### src/mcs_pkg.sv
// Package: constants for the monitor channel and status flag block
// Assumes one 100 MHz clock and a synchronous active-high reset
package mcs_pkg;
  localparam int NUM_CH = 6;
  localparam int WORD_W = 16;
  localparam int DATA_W = 32;
  localparam int CODE_W = 8;
  localparam int ERR_W  = 8;
  // Target address encodings
  localparam logic [7:0] ADDR_LAST_SLAVE = 8'h0b;
  localparam logic [7:0] ADDR_SELF       = 8'h80;
  // Communication error codes
  localparam logic [ERR_W-1:0] ERR_NONE    = 8'h00;
  localparam logic [ERR_W-1:0] ERR_LINK    = 8'h84;
  localparam logic [ERR_W-1:0] ERR_TIMEOUT = 8'h85;
  // Reset values
  localparam logic [WORD_W-1:0] WORD_RST = 16'h0000;
  localparam logic [DATA_W-1:0] DATA_RST = 32'h0000_0000;
  typedef enum logic [1:0] {
    MCS_CMD_IDLE = 2'b00,
    MCS_CMD_BUSY = 2'b01,
    MCS_CMD_DONE = 2'b10,
    MCS_CMD_FAIL = 2'b11
  } mcs_cmd_state_t;
endpackage

### src/mcs_monitor_channel.sv
// One monitor channel: request edge capture, scan refresh, error handling
// Assumes request, scan results and strobes are synchronous to ref_clk
`timescale 1ns/1ps
module mcs_monitor_channel (
  input  wire logic                       ref_clk,
  input  wire logic                       rst,
  input  wire logic                       monitor_request,
  input  wire logic [mcs_pkg::WORD_W-1:0] monitor_code_word,
  input  wire logic [mcs_pkg::WORD_W-1:0] monitor_target_word,
  input  wire logic                       scan_done,
  input  wire logic                       scan_ok,
  input  wire logic [mcs_pkg::DATA_W-1:0] scan_data,
  output logic [mcs_pkg::WORD_W-1:0]      code_reg,
  output logic [mcs_pkg::WORD_W-1:0]      target_reg,
  output logic                            monitor_active,
  output logic                            error_reg,
  output logic                            start_pulse,
  output logic                            ok_pulse,
  output logic [mcs_pkg::WORD_W-1:0]      monitor_data_low,
  output logic [mcs_pkg::WORD_W-1:0]      monitor_data_high
);
  import mcs_pkg::*;

  logic req_d_reg;
  logic rise;
  logic fall;

  assign rise = monitor_request & ~req_d_reg;
  assign fall = ~monitor_request & req_d_reg;

  // ---------------------------------------------------------------
  // Request edge
  // ---------------------------------------------------------------
  always_ff @(posedge ref_clk) begin
    if (rst) begin
      req_d_reg   <= 1'b0;
      start_pulse <= 1'b0;
    end else begin
      req_d_reg   <= monitor_request;
      start_pulse <= rise;
    end
  end

  // ---------------------------------------------------------------
  // Code and address capture
  // ---------------------------------------------------------------
  always_ff @(posedge ref_clk) begin
    if (rst) begin
      code_reg   <= WORD_RST;
      target_reg <= WORD_RST;
    end else if (rise) begin
      code_reg   <= monitor_code_word;
      target_reg <= monitor_target_word;
    end
  end

  // ---------------------------------------------------------------
  // Active flag, error and data
  // ---------------------------------------------------------------
  always_ff @(posedge ref_clk) begin
    if (rst) begin
      monitor_active <= 1'b0;
      ok_pulse       <= 1'b0;
    end else begin
      ok_pulse <= 1'b0;
      if (!monitor_request) begin
        monitor_active <= 1'b0;
      end else if (rise) begin
        monitor_active <= 1'b1;
      end else if (req_d_reg && scan_done) begin
        monitor_active <= scan_ok;
        ok_pulse       <= scan_ok;
      end
    end
  end

  always_ff @(posedge ref_clk) begin
    if (rst) begin
      error_reg <= 1'b0;
    end else if (req_d_reg && monitor_request && scan_done && !scan_ok) begin
      error_reg <= 1'b1;
    end else if (fall) begin
      error_reg <= 1'b0;
    end
  end

  always_ff @(posedge ref_clk) begin
    if (rst) begin
      monitor_data_low  <= WORD_RST;
      monitor_data_high <= WORD_RST;
    end else if (req_d_reg && monitor_request && scan_done) begin
      if (scan_ok) begin
        monitor_data_low  <= scan_data[WORD_W-1:0];
        monitor_data_high <= scan_data[DATA_W-1:WORD_W];
      end else begin
        monitor_data_low  <= WORD_RST;
        monitor_data_high <= WORD_RST;
      end
    end
  end
  // Data held once request drops: no update path without request
endmodule

### src/mcs_status_flags.sv
// Top: status flags, command handshake and six monitor channels
// Assumes the master words and bits and the RS-485 engine results are
// synchronous to ref_clk; the engine reports each result with a done strobe
`timescale 1ns/1ps
module mcs_status_flags (
  input  wire logic                                       ref_clk,
  input  wire logic                                       rst,
  // Master side
  input  wire logic [mcs_pkg::NUM_CH-1:0]                 monitor_request,
  input  wire logic [mcs_pkg::NUM_CH*mcs_pkg::WORD_W-1:0] monitor_code_word,
  input  wire logic [mcs_pkg::NUM_CH*mcs_pkg::WORD_W-1:0] monitor_target_word,
  input  wire logic                                       command_request,
  input  wire logic                                       alarm_clear,
  // Device internals
  input  wire logic                                       cmd_done,
  input  wire logic                                       cmd_ok,
  input  wire logic [mcs_pkg::NUM_CH-1:0]                 scan_done,
  input  wire logic [mcs_pkg::NUM_CH-1:0]                 scan_ok,
  input  wire logic [mcs_pkg::NUM_CH*mcs_pkg::DATA_W-1:0] scan_data,
  input  wire logic [mcs_pkg::ERR_W-1:0]                  link_err_code,
  input  wire logic                                       link_err_valid,
  input  wire logic                                       protect_trip,
  input  wire logic                                       warning_cause,
  input  wire logic                                       fieldbus_link_ok,
  // Reply side
  output logic                                            command_busy,
  output logic                                            command_done,
  output logic                                            request_error,
  output logic                                            serial_link_ok,
  output logic                                            alarm_flag,
  output logic                                            warning_flag,
  output logic                                            station_ready,
  output logic [mcs_pkg::NUM_CH-1:0]                      monitor_active,
  output logic [mcs_pkg::NUM_CH*mcs_pkg::WORD_W-1:0]      monitor_data_low,
  output logic [mcs_pkg::NUM_CH*mcs_pkg::WORD_W-1:0]      monitor_data_high,
  output logic [mcs_pkg::NUM_CH*mcs_pkg::WORD_W-1:0]      monitor_code_reg,
  output logic [mcs_pkg::NUM_CH*mcs_pkg::WORD_W-1:0]      monitor_target_reg,
  output logic [mcs_pkg::NUM_CH-1:0]                      monitor_start,
  output logic                                            command_start,
  output logic [mcs_pkg::ERR_W-1:0]                       comm_err_code_reg
);
  import mcs_pkg::*;

  mcs_cmd_state_t     cmd_state_reg;
  mcs_cmd_state_t     cmd_state_next;
  logic               cmd_req_d_reg;
  logic               cmd_rise;
  logic               alarm_clear_d_reg;
  logic [NUM_CH-1:0]  ch_error;
  logic [NUM_CH-1:0]  ch_ok;
  logic [NUM_CH-1:0]  ch_fail_now;
  logic [NUM_CH-1:0]  mon_req_d_reg;

  assign cmd_rise = command_request & ~cmd_req_d_reg;

  // ---------------------------------------------------------------
  // Monitor channels
  // ---------------------------------------------------------------
  genvar k;
  generate
    for (k = 0; k < NUM_CH; k++) begin : g_ch
      mcs_monitor_channel u_ch (
        .ref_clk             (ref_clk),
        .rst                 (rst),
        .monitor_request     (monitor_request[k]),
        .monitor_code_word   (monitor_code_word[k*WORD_W +: WORD_W]),
        .monitor_target_word (monitor_target_word[k*WORD_W +: WORD_W]),
        .scan_done           (scan_done[k]),
        .scan_ok             (scan_ok[k]),
        .scan_data           (scan_data[k*DATA_W +: DATA_W]),
        .code_reg            (monitor_code_reg[k*WORD_W +: WORD_W]),
        .target_reg          (monitor_target_reg[k*WORD_W +: WORD_W]),
        .monitor_active      (monitor_active[k]),
        .error_reg           (ch_error[k]),
        .start_pulse         (monitor_start[k]),
        .ok_pulse            (ch_ok[k]),
        .monitor_data_low    (monitor_data_low[k*WORD_W +: WORD_W]),
        .monitor_data_high   (monitor_data_high[k*WORD_W +: WORD_W])
      );
      assign ch_fail_now[k] = scan_done[k] & ~scan_ok[k] & monitor_request[k] & mon_req_d_reg[k];
    end
  endgenerate

  // Delayed requests, so a result in the rise cycle is ignored
  always_ff @(posedge ref_clk) begin
    if (rst) begin
      mon_req_d_reg <= '0;
    end else begin
      mon_req_d_reg <= monitor_request;
    end
  end

  // ---------------------------------------------------------------
  // Command handshake
  // ---------------------------------------------------------------
  always_ff @(posedge ref_clk) begin
    if (rst) begin
      cmd_req_d_reg <= 1'b0;
      command_start <= 1'b0;
    end else begin
      cmd_req_d_reg <= command_request;
      command_start <= cmd_rise;
    end
  end

  always_comb begin
    cmd_state_next = cmd_state_reg;
    case (cmd_state_reg)
      MCS_CMD_IDLE: begin
        if (cmd_rise) begin
          cmd_state_next = MCS_CMD_BUSY;
        end
      end
      MCS_CMD_BUSY: begin
        if (cmd_done) begin
          cmd_state_next = cmd_ok ? MCS_CMD_DONE : MCS_CMD_FAIL;
        end
      end
      MCS_CMD_DONE: begin
        if (!command_request) begin
          cmd_state_next = MCS_CMD_IDLE;
        end
      end
      MCS_CMD_FAIL: begin
        if (!command_request) begin
          cmd_state_next = MCS_CMD_IDLE;
        end
      end
      default: begin
        cmd_state_next = MCS_CMD_IDLE;
      end
    endcase
  end

  always_ff @(posedge ref_clk) begin
    if (rst) begin
      cmd_state_reg <= MCS_CMD_IDLE;
    end else begin
      cmd_state_reg <= cmd_state_next;
    end
  end

  // ---------------------------------------------------------------
  // Command flags
  // ---------------------------------------------------------------
  always_ff @(posedge ref_clk) begin
    if (rst) begin
      command_busy <= 1'b0;
      command_done <= 1'b0;
    end else begin
      command_busy <= (cmd_state_next == MCS_CMD_BUSY);
      command_done <= (cmd_state_next == MCS_CMD_DONE);
    end
  end

  // ---------------------------------------------------------------
  // Request error
  // ---------------------------------------------------------------
  always_ff @(posedge ref_clk) begin
    if (rst) begin
      request_error <= 1'b0;
    end else begin
      request_error <= (cmd_state_next == MCS_CMD_FAIL) | (|(monitor_request & (ch_error | ch_fail_now)));
    end
  end

  // ---------------------------------------------------------------
  // Communication error code
  // ---------------------------------------------------------------
  always_ff @(posedge ref_clk) begin
    if (rst) begin
      comm_err_code_reg <= ERR_NONE;
    end else if (link_err_valid) begin
      comm_err_code_reg <= link_err_code;
    end else if ((|ch_ok) || (cmd_state_reg == MCS_CMD_BUSY && cmd_done && cmd_ok)) begin
      comm_err_code_reg <= ERR_NONE;
    end
  end

  // ---------------------------------------------------------------
  // Link, alarm, warning, ready
  // ---------------------------------------------------------------
  always_ff @(posedge ref_clk) begin
    if (rst) begin
      serial_link_ok <= 1'b0;
    end else if (link_err_valid) begin
      serial_link_ok <= 1'b0;
    end else if ((|(scan_done & scan_ok)) || (cmd_done && cmd_ok)) begin
      serial_link_ok <= 1'b1;
    end
  end

  always_ff @(posedge ref_clk) begin
    if (rst) begin
      alarm_clear_d_reg <= 1'b0;
      alarm_flag        <= 1'b0;
    end else begin
      alarm_clear_d_reg <= alarm_clear;
      if (protect_trip) begin
        alarm_flag <= 1'b1;
      end else if (alarm_clear_d_reg && !alarm_clear) begin
        alarm_flag <= 1'b0;
      end
    end
  end

  always_ff @(posedge ref_clk) begin
    if (rst) begin
      warning_flag  <= 1'b0;
      station_ready <= 1'b0;
    end else begin
      warning_flag  <= warning_cause;
      station_ready <= fieldbus_link_ok;
    end
  end
endmodule

### config.mk
export PLATFORM = sky130hd
export DESIGN_NAME = mcs_status_flags
export DESIGN_NICKNAME = d
export VERILOG_FILES = /design/src/mcs_pkg.sv /design/src/mcs_monitor_channel.sv /design/src/mcs_status_flags.sv
export SDC_FILE = /design/constraint.sdc
export NUM_CORES = 1
export LEC_CHECK = 0
export ABC_AREA = 1
export BUFFER_PORTS_ARGS = -buffer_cell sky130_fd_sc_hd__buf_2
export CAP_MARGIN = 40
export CORE_AREA = 10 10 315 317
export CTS_BUF_LIST = sky130_fd_sc_hd__clkbuf_2 sky130_fd_sc_hd__clkbuf_4 sky130_fd_sc_hd__clkbuf_8
export CTS_CLUSTER_SIZE = 28
export DETAILED_ROUTE_END_ITERATION = 6
export DIE_AREA = 0 0 325 327
export PLACE_DENSITY = 0.37
export SYNTH_ARGS = -nofsm -noshare
export SYNTH_HDL_FRONTEND = slang
export SYNTH_SLANG_ARGS = --single-unit
### constraint.sdc
create_clock -name ref_clk -period 2.3 [get_ports ref_clk]
set_input_delay 0.575 -clock ref_clk [delete_from_list [all_inputs] [get_ports ref_clk]]
set_output_delay 0.575 -clock ref_clk [all_outputs]
set_load 0.02 [all_outputs]
Word-level counts from Yosys, hierarchy flattened
Index checks and enable logic that the tools add are counted.
Operators by class
  eq/ne operators: 6
  muxes and demuxes: 45
  bitwise logic cells: 60
  reductions and logical operators: 69
Operators by type and width (number)
  16-bit 2-to-1 mux: 12
  1-bit AND: 31
  1-bit logical AND: 28
  2-bit nonzero test: 14
  1-bit 2-to-1 mux: 27
  1-bit NOT: 25
  4-bit OR reduction: 6
  6-bit OR reduction: 3
  8-bit 2-to-1 mux: 2
  2-bit OR reduction: 8
  6-bit AND: 2
  2-bit equality test, second input constant: 4
  1-bit zero test: 7
  2-bit 2-to-1 mux: 3
  6-bit bitwise OR: 1
  2-bit one-hot mux with 3 select lines: 1
  2-bit by 1-bit equality test with 1-bit output, second input constant: 2
  2-bit zero test: 1
  1-bit logical OR: 2
  1-bit bitwise OR: 1
Word-level totals
  bits in registers: 440
  bits of input ports: 420
  output and inout bits: 412

Logic depth before layout (Yosys ltp)
Gate-level depths: netlist (run 1).
  depth after elaboration: 8
  gate-level depth with buffers: 8
  depth with buffers taken out: 8

By module
From an unflattened synthesis (run 1), not the netlist that was laid out.
Unflattened totals
  cell total of the unflattened synthesis: 2406
  area total of the unflattened synthesis: 17458.0 um2
By module, submodules not included
  mcs_monitor_channel: times used 6, cells an instance 375, area each 2727.6 um2
  mcs_status_flags: times used 1, cells an instance 156, area each 1092.3 um2

Worst setup path before layout (run 1)
Ideal clock, no wire load.
  path type: input to register
  start: in link_err_valid
  end: reg comm_err_code_reg[0] in the netlist's numbering
  setup time: 0.070 ns
  arrival: 1.279 ns
  required time: 2.230 ns
  slack: 0.951 ns
  stages on the path: 6
  path buffers: 1
  path through: buf_6 -> nor2_1 -> nand2_1 -> nor3_4 -> nand3_1 -> a21oi_1
On the way
  longest elaborated chain between the ends: 1
  elaborated cells on any way between the ends: 2
  classes of those cells: mux (1); reduce/logical (1)
Ends and longest elaborated chain
  start, declared: RTL line mcs_status_flags.sv:21  | input wire logic link_err_valid,
  8-bit 2-to-1 mux or 2-bit nonzero test (tied branches)
  end signal, assigned: RTL line mcs_status_flags.sv:174  | comm_err_code_reg <= link_err_code;
  end, declared: RTL line mcs_status_flags.sv:40  | output logic [mcs_pkg::ERR_W-1:0] comm_err_code_reg
Several ways; a longest one is shown, not always the timed one.
A chain may end at the register's enable or synchronous reset.

Worst setup path after layout (run 1)
  start: reg command_busy
  end: out command_busy
RTL lines
  start, declared: RTL line mcs_status_flags.sv:26  | output logic command_busy,
  start signal, assigned: RTL line mcs_status_flags.sv:151  | command_busy <= (cmd_state_next == MCS_CMD_BUSY);
No word-level cell between the ends.

==> results.tsv, run 1 <==
stage	metric	value	unit
clock_network	cts_tree	built	
clock_network	cts-buffers-inserted	85	
critical_path	cp_max_fo	1	
critical_path	cp.arrival	1360	ps
grt	use_met1	0.1538	
worst_hold_path	worstHoldEndpoint	g_ch[1].u_ch.monitor_data_low[7]	
critical_path	crit_type	reg2out	
synthesis	synth_cell_types	31	
cells_and_area	final_core_util	0.2633	
timing	slew_headroom	0.5565	
synthesis	synth_seq_cells	434	
drt	drt-initial-drc-count	788	
worst_hold_path	worst_hold_startpoint	scan_data[39]	
drt	avgViaCountPerCell	3.878	
power_and_ir_drop	p_per_area	761.4	nW/µm²
critical_path	max_stage_delay	420	ps
floorplanning	ios	832	
floorplanning	row_count	112	
timing	grt_setup_unrepaired	no	
drt	firstDrtPassIters	5	
grt	grt_max_degree	74	
floorplanning	die_w	325	µm
grt	grt_pass1_wl	113.6	mm
clock_network	cts_hold_buf	184	
cells_and_area	area_growth_syn_to_layout	59.51	%
drt	wl_per_cell	18.52	µm
grt	grt_pass1_vias	17060	
critical_path	r2r-end	g_ch[5].u_ch.monitor_data_low[11]	
synthesis	synthFlopType	dfxtp_1	
critical_path	reg2reg_from	mon_req_d_reg[5]	
synthesis	yosysSeqAreaShare	0.5674	
power_and_ir_drop	p_leak	11.78	nW
critical_path	start_kind	register	
floorplanning	initial_utilization	0.1651	
cells_and_area	drive_gt1_frac	0.3586	
critical_path	critPathTopFamily	flip-flops	
synthesis	netlist_instances	1886	
synthesis	ys_async_sr_fraction	0	
grt	grt_busiest_layer	met2	
synthesis	syn_nets	2306	
critical_path	crit_chain	buf_2	
clock_network	htreeDepth	3	
synthesis	synth_area	15310	µm²
timing	drv_slew	0	
synthesis	synth_edf_count	0	
grt	grt_usage	0.1395	
power_and_ir_drop	peakVddDrop	443.6	µV
timing	hold_viol_final	0	
timing	skew	31.49	ps
placed_design	dp_hpwl	59.60	mm
critical_path	critPathLaunch	command_busy	
placed_design	placed_cells	3880	
critical_path	r2r_setup_slack	810	ps
placed_design	placed_cell_area	20740	µm²
timing	finalSetupViolations	0	
floorplanning	die_h	327	µm
timing	fmax	516.5	MHz
critical_path	r2r_cells	5	
timing	fin_crit	1936	ps
cells_and_area	final_cell_mix	830 x buf_2, 587 x nand2_1, 434 x dfxtp_1	
clock_network	cts_resized	0	
cells_and_area	nFillCells	10370	
floorplanning	fp.coreArea	92770	µm²
flow_run	max_cap_viol_count	0	
clock_network	postCtsSetupRepairBufs	0	
drt	drc	0	
cells_and_area	final_common_cell	buf_2	
critical_path	required	1730	ps
timing	fin_tns_setup	0	ps
run_status	outcome	finished, final reports clean	
grt	antenna_found_initial	10	
critical_path	cp_slowest_cell	dfxtp_1	
clock_network	clk_path_buf_depth	3	
timing	worst_slew_pin_slew	664.3	ps
worst_hold_path	worstHoldPathCells	3	
placed_design	io_buffers	831	
cells_and_area	final_cell_area	24420	µm²
critical_path	cp_num_buf_inv	1	
floorplanning	dieArea	106300	µm²
synthesis	avgSynthCellArea	8.119	µm²
drt	drtAntennaViolNets	0	
cells_and_area	nets	3317	
critical_path	cp-end-kind	primary output	
grt	gr-total-overflow	0	
drt	via_count	16370	
synthesis	ys_warn_count	0	
clock_network	clk_latency	710	ps
clock_network	root_buffer	clkbuf_8	
timing	fin_crit_sh	0.8417	
clock_network	clock_sinks	434	
placed_design	gp_congestion	0.8229	
grt	grt_use_met2	0.2464	
worst_hold_path	holdCritPathClass	in2reg	
clock_network	path_clk_slew	60	ps
drt	wl	78.16	mm
cells_and_area	final_cells	4221	
grt	grt_use_met3	0.04772	
routing by layer:
layer | up-vias | share of wire
li1 | 8165 | -
met1 | 7498 | 0.40
met2 | 582 | 0.50
met3 | 118 | 0.075
met4 | 4 | 0.026
met5 | - | 0.00033
layout make-up:
class,count,area (µm²),area share
sequential,434,8688,0.3557
timing repair buffer,1062,6500,0.2661
multi-input combinational,1264,5637,0.2308
clock buffer,135,1720,0.07044
tap,1254,1569,0.06424
inverter,50,192.7,0.007889
clock inverter,14,97.59,0.003996
antenna,8,20.02,0.0008196
synth_stat cells (all sizes together), types with 4 or more instances:
master  instances  area share
a21oi         169       0.055
a22oi          31       0.015
buf            99       0.042
clkbuf         39      0.0098
dfxtp         434        0.57
inv            50       0.012
nand2         587        0.14
nand3         146       0.051
nand4          32       0.013
nor2          205       0.056
nor3            5      0.0024
nor4            4      0.0016
o21ai          74       0.024
report_power, final:
part / switching [mW] / total [mW] / internal [mW]
clock network: 3.62 / 8.36 / 4.74
registers: 0.168 / 8.00 / 7.83
logic: 1.35 / 2.24 / 0.887
total: 5.14 / 18.6 / 13.5
worst max path at each step:
stage	to	slack (ps)	depth (start not counted)
global route	command_busy	200	1
finish	command_busy	360	1
floorplan	comm_err_code_reg[0]	950	6
detailed placement	g_ch[1].u_ch.target_reg[13]	420	8
CTS	command_busy	190	1
global placement	g_ch[1].u_ch.target_reg[6]	430	8
through the flow:
stage                     hold slack [ps]  setup slack (ps)  power, mW
final                               122.3             364.0      18.60
after global routing                37.81             201.2      19.55
after CTS                          0.3689             192.6      19.04
after detailed placement            410.6             415.1      10.17
after global placement              430.8             433.7      10.18
after floorplan                     402.1             951.3      9.108
cell families after synthesis:
family	count (synthesis)	share of synthesized area
AOI/OAI and AO/OA	283	0.09944
buffers and inverters	188	0.06447
and+or+nand+nor	981	0.2687
DFF	434	0.5674
worst min-delay path: stages:
cell,delay (ps)
buf_2,100
nand2_1,50
a21oi_1,50
(Power assumes the default switching activity.)
==> run 2, diff against run 1 <==
--- a/config.mk
+++ b/config.mk
@@ -5,15 +5,15 @@
 export SDC_FILE = /design/constraint.sdc
 export NUM_CORES = 1
 export LEC_CHECK = 0
-export ABC_AREA = 1
+export ABC_AREA = 0
 export BUFFER_PORTS_ARGS = -buffer_cell sky130_fd_sc_hd__buf_2
 export CAP_MARGIN = 40
-export CORE_AREA = 10 10 315 317
+export CORE_AREA = 10 10 318 320
 export CTS_BUF_LIST = sky130_fd_sc_hd__clkbuf_2 sky130_fd_sc_hd__clkbuf_4 sky130_fd_sc_hd__clkbuf_8
 export CTS_CLUSTER_SIZE = 28
 export DETAILED_ROUTE_END_ITERATION = 6
-export DIE_AREA = 0 0 325 327
-export PLACE_DENSITY = 0.37
+export DIE_AREA = 0 0 328 330
+export PLACE_DENSITY = 0.36
 export SYNTH_ARGS = -nofsm -noshare
 export SYNTH_HDL_FRONTEND = slang
 export SYNTH_SLANG_ARGS = --single-unit
==> constraint.sdc (replaced) <==
create_clock -name ref_clk -period 2 [get_ports ref_clk]
set_input_delay 0.5 -clock ref_clk [delete_from_list [all_inputs] [get_ports ref_clk]]
set_output_delay 0.5 -clock ref_clk [all_outputs]
set_load 0.02 [all_outputs]
==> results.tsv, run 2 <==
stage	metric	value	unit	change
synthesis	syn_nets	1976		was 2306
floorplanning	initial_utilization	0.1552		was 0.1651
critical_path	r2r_cells	5		unchanged
drt	wl_per_cell	19.37	µm	was 18.52 µm
critical_path	r2r-end	g_ch[5].u_ch.monitor_data_high[1]		was g_ch[5].u_ch.monitor_data_low[11]
clock_network	cts_tree	built		unchanged
timing	fmax	542.7	MHz	
drt	drt-initial-drc-count	708		was 788
synthesis	synth_seq_cells	434		unchanged
synthesis	synth_top_cell_by_area	dfxtp_1		unchanged
cells_and_area	final_cell_mix	829 x buf_2, 433 x dfxtp_1, 390 x dlygate4sd3_1		was 830 x buf_2, 587 x nand2_1, 434 x dfxtp_1
critical_path	r2r_setup_slack	160	ps	was 810 ps
critical_path	required	2620	ps	was 1730 ps
power_and_ir_drop	p_sw	5.820	mW	was 5.135 mW
grt	gr-total-overflow	0		unchanged
drt	dr_wl_met2	38.17	mm	was 39.08 mm
grt	grt_usage	0.1403		was 0.1395
critical_path	reg2reg_from	mon_req_d_reg[5]		unchanged
critical_path	critPathLaunch	mon_req_d_reg[5]		was command_busy
cells_and_area	nFillCells	10150		was 10370
power_and_ir_drop	power_frac_comb	0.130		was 0.120
clock_network	clk_latency	710	ps	about the same
worst_hold_path	holdCritPathClass	in2reg		unchanged
drt	top_layer_used	met5		unchanged
floorplanning	dieArea	108200	µm²	was 106300 µm²
flow_run	max_cap_viol_count	0		unchanged
drt	avgViaCountPerCell	3.998		was 3.878
clock_network	cts-buffers-inserted	87		was 85
cells_and_area	final_common_cell	buf_2		unchanged
grt	grt_pass1_vias	17770		was 17060
clock_network	path_clk_slew	50	ps	was 60 ps
cells_and_area	area_growth_syn_to_layout	77.96	%	was 59.51%
drt	wl_met1	30.82	mm	was 31.16 mm
synthesis	yosys-top-cells-area	dfxtp_1 59%, a22o_1 9.7%, a21oi_1 8.2%		was dfxtp_1 57%, nand2_1 14%, a21oi_1 5.5%
timing	worst_slew_pin_slew	601.3	ps	was 664.3 ps
drt	wl	79.61	mm	was 78.16 mm
synthesis	ys_async_sr_fraction	0		unchanged
synthesis	yosysSeqAreaShare	0.5919		was 0.5674
critical_path	start_kind	register		unchanged
floorplanning	die_w	328	µm	was 325 µm
worst_hold_path	worstHoldPathCells	3		unchanged
critical_path	cp-end-kind	register		was primary output
power_and_ir_drop	p_per_area	832.1	nW/µm²	was 761.4 nW/µm²
floorplanning	row_count	113		was 112
synthesis	avgSynthCellArea	9.433	µm²	was 8.119 µm²
worst_hold_path	worst_hold_startpoint	scan_data[167]		was scan_data[39]
timing	slew_headroom	0.5961		was 0.5565
drt	met3_length	7.648	mm	was 5.874 mm
floorplanning	fp.coreArea	94590	µm²	was 92770 µm²
floorplanning	ios	832		unchanged
cells_and_area	drive_gt1_frac	0.3711		was 0.3586
timing	skew	29.44	ps	was 31.49 ps
timing	grt_setup_unrepaired	no		unchanged
timing	hold_viol_final	0		unchanged
timing	finalSetupViolations	0		unchanged
placed_design	gp_congestion	0.8235		was 0.8229
power_and_ir_drop	p_clk_frac	0.449		was 0.450
timing	fin_tns_setup	0	ps	unchanged
floorplanning	die_h	330	µm	was 327 µm
cells_and_area	nets	3192		was 3317
timing	fin_ws	157.3	ps	was 364.0 ps
placed_design	pre_cts_ws	77.29	ps	was 415.1 ps
timing	fin_crit_sh	0.9214		
synthesis	ys_warn_count	0		unchanged
clock_network	clock_sinks	434		unchanged
power_and_ir_drop	p_leak	11.84	nW	was 11.78 nW
critical_path	crit_type	reg2reg		was reg2out
clock_network	postCtsSetupRepairBufs	0		unchanged
power_and_ir_drop	peakVddDrop	396.3	µV	was 443.6 µV
grt	grt_max_degree	86		was 74
timing	drv_slew	0		unchanged
drt	drc	0		unchanged
synthesis	synth.most_common_cell	dfxtp_1		was nand2_1
synthesis	synth_edf_count	0		unchanged
synthesis	yosys-top-cells-count	434 x dfxtp_1, 299 x nand2_1, 240 x a21oi_1, 165 x nand3_1, 162 x a22o_1		was 587 x nand2_1, 434 x dfxtp_1, 191 x nor2_1, 169 x a21oi_1, 141 x nand3_1
power_and_ir_drop	p_int	15.92	mW	was 13.46 mW
clock_network	htreeDepth	3		unchanged
critical_path	cp_max_fo	33		was 1
synthesis	netlist_instances	1556		was 1886
critical_path	cp.arrival	2460	ps	was 1360 ps
synthesis	synthFlopType	dfxtp_1		unchanged
drt	firstDrtPassIters	5		unchanged
power_and_ir_drop	switching_share	0.2678		was 0.2761
clock_network	clk_path_buf_depth	3		unchanged
synthesis	synth_top_area_frac	0.5919		was 0.5674
grt	grt_pass1_wl	115.8	mm	was 113.6 mm
run_status	outcome	finished, final reports clean		unchanged
clock_network	root_buffer	clkbuf_8		unchanged
worst_hold_path	worstHoldEndpoint	g_ch[5].u_ch.monitor_data_low[7]		was g_ch[1].u_ch.monitor_data_low[7]
drt	drtAntennaViolNets	0		unchanged
power_and_ir_drop	seqPwrFrac	0.422		was 0.430
placed_design	dp_hpwl	60.52	mm	was 59.60 mm
grt	antenna_found_initial	23		was 10
timing	fin_crit	1843	ps	
placed_design	io_buffers	831		unchanged
synthesis	synth_area	14680	µm²	was 15310 µm²
drt	via_count	16430		was 16370
synthesis	synth_cell_types	38		was 31
run 2: area by class of cell:
class	count	area [µm²]	area share
Inverter	16	60.06	0.002299
Timing Repair Buffer	1270	8643	0.3309
Antenna cell	10	25.02	0.0009580
Multi-Input combinational cell	963	5276	0.2020
Clock buffer	132	1635	0.06260
Sequential cell	434	8690	0.3327
Tap cell	1265	1583	0.06059
Clock inverter	20	209.0	0.007999
run 2: metrics by stage:
stage	utilization	power [mW]	cells	hold WS [ps]	instance area (µm²)
finish	0.2762	21.73	4110	125.6	26120
global route	0.2761	22.91	4109	41.29	26120
CTS	0.2757	22.31	4099	2.185	26080
detailed placement	0.2149	11.57	3557	439.7	20320
global placement	0.2149	11.55	3557	436.8	20320
floorplan	-	10.37	1556	393.3	14680
run 2: kinds of logic after synthesis:
| group | count (synthesis) | synth area share |
|---|---|---|
| DFF | 434 | 0.5919 |
| buffers and inverters | 159 | 0.05106 |
| AOI/OAI and AO/OA | 424 | 0.1905 |
| and+or+nand+nor | 534 | 0.1631 |
| muxes | 5 | 0.003410 |
run 2: power groups by stage:
| stage | sequential [mW] | combinational [mW] | clock [mW] |
|---|---|---|---|
| global placement | 9.34 | 2.21 | 0 |
| detailed placement | 9.34 | 2.23 | 0 |
| finish | 9.16 | 2.82 | 9.75 |
| floorplan | 9.68 | 0.696 | 0 |
| global route | 9.20 | 3.05 | 10.7 |
| CTS | 9.16 | 2.87 | 10.3 |
run 2: critical path: stages, from the launching register on:
cell	delay [ps]
dfxtp_1	480
and3_2	260
buf_12	200
nand3_1	90
a21oi_1	170
dlygate4sd3_1	560
run 2: worst max path at each step:
stage                                                    end  slack, ps
after floorplan            g_ch[1].u_ch.monitor_data_high[0]        530
after global placement    g_ch[0].u_ch.monitor_data_high[12]        130
after detailed placement   g_ch[0].u_ch.monitor_data_high[8]         80
after CTS                               monitor_code_reg[24]         40
after global routing                    monitor_code_reg[24]         60
final                      g_ch[5].u_ch.monitor_data_high[1]        160
run 2: what timing repair did:
action	CTS	global route
endpoints found under the hold margin	389	0
hold buffers	390	0
gates resized for setup	2	0
setup endpoints to repair	2	0
run 2: routing by layer:
metal / track usage / vias to the layer above
met2: 0.2335 / 667
li1: - / 7884
met5: 0 / -
met4: 0.06762 / 14
met1: 0.1541 / 7715
met3: 0.05752 / 152
